### config.mk
export PLATFORM = sky130hd
export DESIGN_NAME = acp_cell_port
export DESIGN_NICKNAME = d
export VERILOG_FILES = /design/src/acp_pkg.sv /design/src/acp_cell_port.sv /design/src/acp_fifo.sv
export SDC_FILE = /design/constraint.sdc
export NUM_CORES = 1
export LEC_CHECK = 0
export BUFFER_PORTS_ARGS = -buffer_cell sky130_fd_sc_hd__buf_2
export CAP_MARGIN = 10
export CORE_UTILIZATION = 45
export CTS_CLUSTER_DIAMETER = 30
export CTS_CLUSTER_SIZE = 16
export DETAILED_ROUTE_END_ITERATION = 10
export PLACE_DENSITY = 0.62
export SLEW_MARGIN = 25
export SYNTH_ARGS = -nofsm -noshare
export SYNTH_HDL_FRONTEND = slang
export SYNTH_SLANG_ARGS = --single-unit
### constraint.sdc
create_clock -name ref_clk -period 3 [get_ports ref_clk]
set_input_delay 0.3 -clock ref_clk [delete_from_list [all_inputs] [get_ports ref_clk]]
set_output_delay 0.3 -clock ref_clk [all_outputs]
set_load 0.05 [all_outputs]
### src/acp_pkg.sv
// Constants and types for the ATM cell port
// ------------------------------------------------------------------
// Function
// - Eight-bit cell data path each direction
// - Handshake per cell, whole cell burst on receive
// - Drive two-bit PHY select field
// - Receive served before transmit
// - No receive loss; transmit throttled
// - Cells up to 64 bytes accepted
// - Dedicated timer ticks pace scheduler
// - Connection index taken from the two-bit PHY id
// ------------------------------------------------------------------
package acp_pkg;
    localparam int DATA_W = 8;
    localparam int PHY_W = 2;
    localparam int CELL_STD = 53;
    localparam int CELL_MAX = 64;
    localparam int LEN_W = 7;
    localparam int CONN_NUM = 32;
    localparam int CONN_W = 5;
    localparam int FIFO_DEPTH = 8;
    localparam int TICK_DIV = 40;
    localparam logic [6:0] LEN_STD = 7'h35;
    localparam logic [6:0] LEN_MAX = 7'h40;
    localparam logic [6:0] LEN_ZERO = 7'h00;
    localparam logic [6:0] LEN_ONE = 7'h01;
    localparam logic [15:0] TICK_ONE = 16'h0001;
    localparam logic [15:0] TICK_ZERO = 16'h0000;
    typedef enum logic [2:0] {
        ST_IDLE = 3'b001,
        ST_RX = 3'b010,
        ST_TX = 3'b100
    } acp_state_type;
endpackage

### src/acp_cell_port.sv
// ATM cell port toward up to four PHY devices
`timescale 1ns/1ps
module acp_cell_port #(
    parameter int CELL_LEN = acp_pkg::CELL_STD,
    parameter int TICK_DIV = acp_pkg::TICK_DIV
) (
    // Clock and reset
    input wire logic ref_clk,
    input wire logic sys_rst,
    input wire logic clkEn,
    // PHY side
    input wire logic [acp_pkg::PHY_W-1:0] rxPhy,
    input wire logic rxCellAvail,
    input wire logic [acp_pkg::DATA_W-1:0] rxPhyData,
    output logic rxEnable_r,
    input wire logic [acp_pkg::PHY_W-1:0] txPhy,
    input wire logic txCellAvail,
    output logic txEnable_r,
    output logic [acp_pkg::DATA_W-1:0] txPhyData_r,
    output logic [acp_pkg::PHY_W-1:0] phySel_r,
    output logic cellStart_r,
    // Received bytes toward core
    output logic rxValid_r,
    output logic [acp_pkg::DATA_W-1:0] rxData_r,
    output logic rxSoc_r,
    output logic [acp_pkg::CONN_W-1:0] rxConn_r,
    // Transmit bytes from core
    input wire logic txValid,
    input wire logic [acp_pkg::DATA_W-1:0] txData,
    output logic txReady,
    input wire logic txCellQueued,
    // Pace scheduler tick
    output logic paceTick_r
);
    acp_pkg::acp_state_type st_r, st_nxt;
    logic [acp_pkg::LEN_W-1:0] cnt_r, cnt_nxt;
    logic [15:0] tick_r, tick_nxt;
    logic fifoValid, fifoReady;
    logic [acp_pkg::DATA_W-1:0] fifoData;
    logic rxEn_nxt, txEn_nxt, cs_nxt, rxV_nxt, soc_nxt, pt_nxt;
    logic [acp_pkg::PHY_W-1:0] sel_nxt;
    logic [acp_pkg::DATA_W-1:0] txD_nxt, rxD_nxt;
    logic [acp_pkg::CONN_W-1:0] conn_r, conn_nxt;
    logic [acp_pkg::LEN_W-1:0] cellLen;

    // Length clamp to 64 bytes, extra bytes are tag
    // expanded cells
    assign cellLen = (CELL_LEN > acp_pkg::CELL_MAX) ? acp_pkg::LEN_MAX
                   : 7'(CELL_LEN);

    // ------------------------------------------------------------------
    // Transmit staging FIFO
    // ------------------------------------------------------------------
    acp_fifo #(
        .WIDTH(acp_pkg::DATA_W),
        .DEPTH(acp_pkg::FIFO_DEPTH),
        .AW(3)
    ) uTxFifo (
        .clk(ref_clk),
        .rst(sys_rst),
        .ce(clkEn),
        .inValid(txValid),
        .inData(txData),
        .inReady(txReady),
        .outValid(fifoValid),
        .outData(fifoData),
        .outReady(fifoReady)
    );

    // ------------------------------------------------------------------
    // Cell arbiter and burst engine
    // ------------------------------------------------------------------
    // Tx may stall mid-cell if the core lets the FIFO run dry
    always_comb begin
        st_nxt = st_r;
        cnt_nxt = cnt_r;
        rxEn_nxt = 1'b0;
        txEn_nxt = 1'b0;
        cs_nxt = 1'b0;
        rxV_nxt = 1'b0;
        soc_nxt = 1'b0;
        sel_nxt = phySel_r;
        txD_nxt = txPhyData_r;
        rxD_nxt = rxData_r;
        conn_nxt = conn_r;
        fifoReady = 1'b0;
        unique case (st_r)
            acp_pkg::ST_IDLE: begin
                if (rxCellAvail) begin
                    st_nxt = acp_pkg::ST_RX;
                    cnt_nxt = cellLen;
                    sel_nxt = rxPhy;
                    cs_nxt = 1'b1;
                    rxEn_nxt = 1'b1;
                    // connection index
                    // Index is the PHY id; larger tables live off chip
                    conn_nxt = '0;
                    conn_nxt[acp_pkg::PHY_W-1:0] = rxPhy;
                end else if (txCellAvail && txCellQueued && fifoValid) begin
                    st_nxt = acp_pkg::ST_TX;
                    cnt_nxt = cellLen;
                    sel_nxt = txPhy;
                    cs_nxt = 1'b1;
                end
            end
            acp_pkg::ST_RX: begin
                rxV_nxt = 1'b1;
                rxD_nxt = rxPhyData;
                soc_nxt = (cnt_r == cellLen);
                cnt_nxt = cnt_r - acp_pkg::LEN_ONE;
                rxEn_nxt = (cnt_r != acp_pkg::LEN_ONE);
                if (cnt_r == acp_pkg::LEN_ONE) begin
                    st_nxt = acp_pkg::ST_IDLE;
                end
            end
            acp_pkg::ST_TX: begin
                // byte path, tx yields between cells
                fifoReady = fifoValid;
                txEn_nxt = fifoValid;
                txD_nxt = fifoData;
                if (fifoValid) begin
                    cnt_nxt = cnt_r - acp_pkg::LEN_ONE;
                    if (cnt_r == acp_pkg::LEN_ONE) begin
                        st_nxt = acp_pkg::ST_IDLE;
                    end
                end
            end
            default: begin
                st_nxt = acp_pkg::ST_IDLE;
            end
        endcase
    end

    always_comb begin
        pt_nxt = 1'b0;
        tick_nxt = tick_r + acp_pkg::TICK_ONE;
        if (tick_r == 16'(TICK_DIV - 1)) begin
            tick_nxt = acp_pkg::TICK_ZERO;
            pt_nxt = 1'b1;
        end
    end

    always_ff @(posedge ref_clk) begin
        if (sys_rst) begin
            st_r <= acp_pkg::ST_IDLE;
            cnt_r <= acp_pkg::LEN_ZERO;
            tick_r <= acp_pkg::TICK_ZERO;
            rxEnable_r <= 1'b0;
            txEnable_r <= 1'b0;
            txPhyData_r <= '0;
            phySel_r <= '0;
            cellStart_r <= 1'b0;
            rxValid_r <= 1'b0;
            rxData_r <= '0;
            rxSoc_r <= 1'b0;
            conn_r <= '0;
            paceTick_r <= 1'b0;
        end else if (clkEn) begin
            st_r <= st_nxt;
            cnt_r <= cnt_nxt;
            tick_r <= tick_nxt;
            rxEnable_r <= rxEn_nxt;
            txEnable_r <= txEn_nxt;
            txPhyData_r <= txD_nxt;
            phySel_r <= sel_nxt;
            cellStart_r <= cs_nxt;
            rxValid_r <= rxV_nxt;
            rxData_r <= rxD_nxt;
            rxSoc_r <= soc_nxt;
            conn_r <= conn_nxt;
            paceTick_r <= pt_nxt;
        end
    end

    assign rxConn_r = conn_r;
endmodule

### src/acp_fifo.sv
// Byte FIFO with valid/ready on both sides
`timescale 1ns/1ps
module acp_fifo #(
    parameter int WIDTH = 8,
    parameter int DEPTH = 8,
    parameter int AW = 3
) (
    // Clock
    input wire logic clk,
    input wire logic rst,
    input wire logic ce,
    // Fill side
    input wire logic inValid,
    input wire logic [WIDTH-1:0] inData,
    output logic inReady,
    // Drain side
    output logic outValid,
    output logic [WIDTH-1:0] outData,
    input wire logic outReady
);
    logic [WIDTH-1:0] mem_r [DEPTH];
    logic [WIDTH-1:0] mem_nxt [DEPTH];
    logic [AW-1:0] wp_r, wp_nxt, rp_r, rp_nxt;
    logic [AW:0] cnt_r, cnt_nxt;
    logic push, pop;
    logic rdy_r, rdy_nxt;

    always_comb begin
        push = inValid && (cnt_r != (AW+1)'(DEPTH));
        pop = outReady && (cnt_r != '0);
        mem_nxt = mem_r;
        wp_nxt = wp_r;
        rp_nxt = rp_r;
        if (push) begin
            mem_nxt[wp_r] = inData;
            wp_nxt = (wp_r == AW'(DEPTH - 1)) ? '0 : wp_r + 1'b1;
        end
        if (pop) begin
            rp_nxt = (rp_r == AW'(DEPTH - 1)) ? '0 : rp_r + 1'b1;
        end
        cnt_nxt = cnt_r + (AW+1)'(push) - (AW+1)'(pop);
        // Ready from a flop so the core never sees a compare path
        rdy_nxt = (cnt_nxt != (AW+1)'(DEPTH));
    end

    always_ff @(posedge clk) begin
        if (rst) begin
            wp_r <= '0;
            rp_r <= '0;
            cnt_r <= '0;
            rdy_r <= 1'b1;
        end else if (ce) begin
            mem_r <= mem_nxt;
            wp_r <= wp_nxt;
            rp_r <= rp_nxt;
            cnt_r <= cnt_nxt;
            rdy_r <= rdy_nxt;
        end
    end

    assign inReady = rdy_r;
    assign outValid = (cnt_r != '0);
    assign outData = mem_r[rp_r];
endmodule

==> flow_metrics.tcl <==
set metrics [dict create \
    ant_nets 0 \
    cts_sinks 127 \
    yosysWarnings 0 \
    hold_path_class "in2reg" \
    placed_area_mm2 0.005831 \
    hold_violations 0 \
    nFillCells 959 \
    dpl.hpwl_mm 7.377 \
    hold_ws_ns 0.1209 \
    grt_pass1_vias 3493 \
    cts_max_level 4 \
    yosys.area.top_type_share 0.3547 \
    synth.most_common_cell "edfxtp_1" \
    antenna_found_initial 0 \
    die-area_mm2 0.01248 \
    fmax_mhz 389.1 \
    vias 3615 \
    critPathCaptureType "register" \
    cap_violations 0 \
    synth-main-ff-cell "edfxtp_1" \
    wl_mm 11.23 \
    cts_resized 0 \
    finalPower_mw 4.316 \
    drive_gt1_frac 0.2306 \
    tritoncts "built" \
    fin_skew_ns 0.01098 \
    die_w_um 111.7 \
    firstDrtPassIters 9 \
    worst_slew_pin_slew_ns 0.9545 \
    io_pins 57 \
    layout-area-overhead-vs-synth_pct 19.05 \
    multi_input_area_mm2 0.002064 \
    setup_ws_ns 0.4303 \
    crit_chain "inv_1 > ha_1 > nor3b_1 > nor4_1 > ha_1 > inv_1 > ha_1 > inv_1 > fa_1 > xnor2_1 > nor4b_1 > o221ai_1" \
    yosysSeqAreaShare 0.5874 \
    synth-seq-cells 127 \
    yosysTopAreaCell "edfxtp_1" \
    synth.distinct_cells 55 \
    syn_area_mm2 0.005419 \
    rrSetupSlack_ns 0.43 \
    synth-edff-count 64 \
    p_leak_nw 2.343 \
    violations "design-rule violations" \
    worstPathRequired_ns 3.28 \
    period_needed_ns 2.570 \
    synth_common_cells "edfxtp_1 (64), dfxtp_1 (63), a21oi_1 (41)" \
    crit_path_max_fanout 3 \
    core_mm2 0.01156 \
    path_clk_slew_ns 0.05 \
    tns_ns 0 \
    arrival_ns 2.85 \
    grt_start_max_net_pins 42 \
    fin_crit_sh 0.8566 \
    design_area_mm2 0.006451 \
    grt_setup_unrepaired "no" \
    grt.overflow.total 0 \
    port_buffers 53 \
    slew_headroom 0.3628 \
    cts_made_buffers 17 \
    detailedPlace.worstSlack_ns 0.4121 \
    worstSetupStartpointType "register" \
    initial_core_util 0.4686 \
    slew_violations 0 \
    grt_pass1_wl_mm 18.55 \
    syn_area_per_cell_um2 12.20 \
    clock_latency_ns 0.42 \
    synth_area_leaders "edfxtp_1 (35%), dfxtp_1 (23%), mux4_2 (6.6%)" \
    cp_slowest_stage_delay_ns 0.37 \
    cts_setup_buffers 0 \
    irDropWorstVdd_uv 679.8 \
    regArea_mm2 0.003183 \
    gp_congestion 0.7957 \
    routed_via_density 5.486 \
    synth-async-reset-ratio 0 \
    diodes 0 \
    num_rows 39 \
    critPathSlowestCell "fa_1" \
    clockRootBuffer "clkbuf_16" \
    clockBufferDepth 2 \
    die_h_um 111.7 \
    drt_iter0_drc 145 \
    nNetsFinal 544 \
    drc 5 \
    grt.total_usage 0.1992 \
    setup_viol 0 \
    hold_buffers 0 \
    status "finished with violations" \
    crit_type "reg2reg" \
    wl_per_cell_um 17.04 \
    synth_cells 444 \
    power_density_mw_per_mm2 669.0 \
]
==> registers in the layout (all words and copies together) (netlist names), 2 cells and up <==
| register | count |
|---|---|
| uTxFifo.mem_r | 64 |
| uTxFifo.rp_r | 3 |
| rxConn_r | 2 |
| st_r | 3 |
| phySel_r | 2 |
| uTxFifo.cnt_r | 4 |
| rxData_r | 8 |
| uTxFifo.wp_r | 3 |
| tick_r | 16 |
| txPhyData_r | 8 |
| cnt_r | 7 |
==> worst max-delay path, delay by kind of cell, from the launching register on <==
family	cells	cell delay [ns]
compound gates	1	0.14
flops	1	0.32
fa+ha+maj	4	1.02
buf+inv	3	0.18
simple gates	3	0.61
xor+xnor	1	0.15
==> layer usage <==
metal  part of all wire  wire length, um  GRT usage
met5                  0                0          0
met4              0.017              187    0.09009
met3              0.045              505    0.06260
met2               0.48             5366     0.3126
met1               0.46             5173     0.2527
==> cells by family (layout without fill, tap and decap cells) <==
family | count (synthesis) | count (layout) | share of synthesized area
AOI/OAI and AO/OA | 79 | 79 | 0.08636
xor gates and xnor gates | 17 | 17 | 0.02748
adders and majority gates | 14 | 14 | 0.03371
buffers and inverters | 40 | 110 | 0.03417
DFF | 127 | 127 | 0.5874
muxes | 34 | 34 | 0.09998
other | 1 | 3 | 0.0006920
and+or+nand+nor | 132 | 132 | 0.1302
==> path summary, 6_finish.rpt <==
kind | start | endpoint | cells past startpoint
max | uTxFifo.cnt_r[2]$_SDFFE_PP0P_ | uTxFifo.inReady$_SDFFE_PP1P_ | 12
min | rxPhyData[2] | rxData_r[2]$_SDFFE_PP0P_ | 3
max reg2reg | uTxFifo.cnt_r[2]$_SDFFE_PP0P_ | uTxFifo.inReady$_SDFFE_PP1P_ | 12
min reg2reg | rxData_r[2]$_SDFFE_PP0P_ | rxData_r[2]$_SDFFE_PP0P_ | 2
==> power by group <==
group	switching, mW	total [mW]	internal [mW]
clock	0.729	2.13	1.40
sequential	0.0355	1.89	1.86
combinational	0.184	0.296	0.113
==> placed cells by master (no fill, tap or decap), drive strengths merged, types with 13 or more instances in the layout <==
cell    synthesis  routed
a21oi          41      41
mux2i          17      17
buf            15      65
nand2          34      34
nor2           36      36
edfxtp         64      64
mux4           16      16
ha             13      13
o21ai          16      16
clkbuf         12      24
dfxtp          63      63
==> cell type report <==
class,count,share of cell area
multi-input combinational,279,0.3200
sequential,127,0.4934
clock inverter,8,0.01998
inverter,13,0.007564
clock buffer,24,0.07622
timing repair buffer,65,0.05508
tap,143,0.02773
==> stage by stage <==
step	std cells	utilization
after global routing	659	0.5578
after global placement	627	0.5042
after detailed placement	627	0.5042
final	659	0.5578
after CTS	659	0.5578
after floorplan	446	-
(Power assumes the default switching activity.)
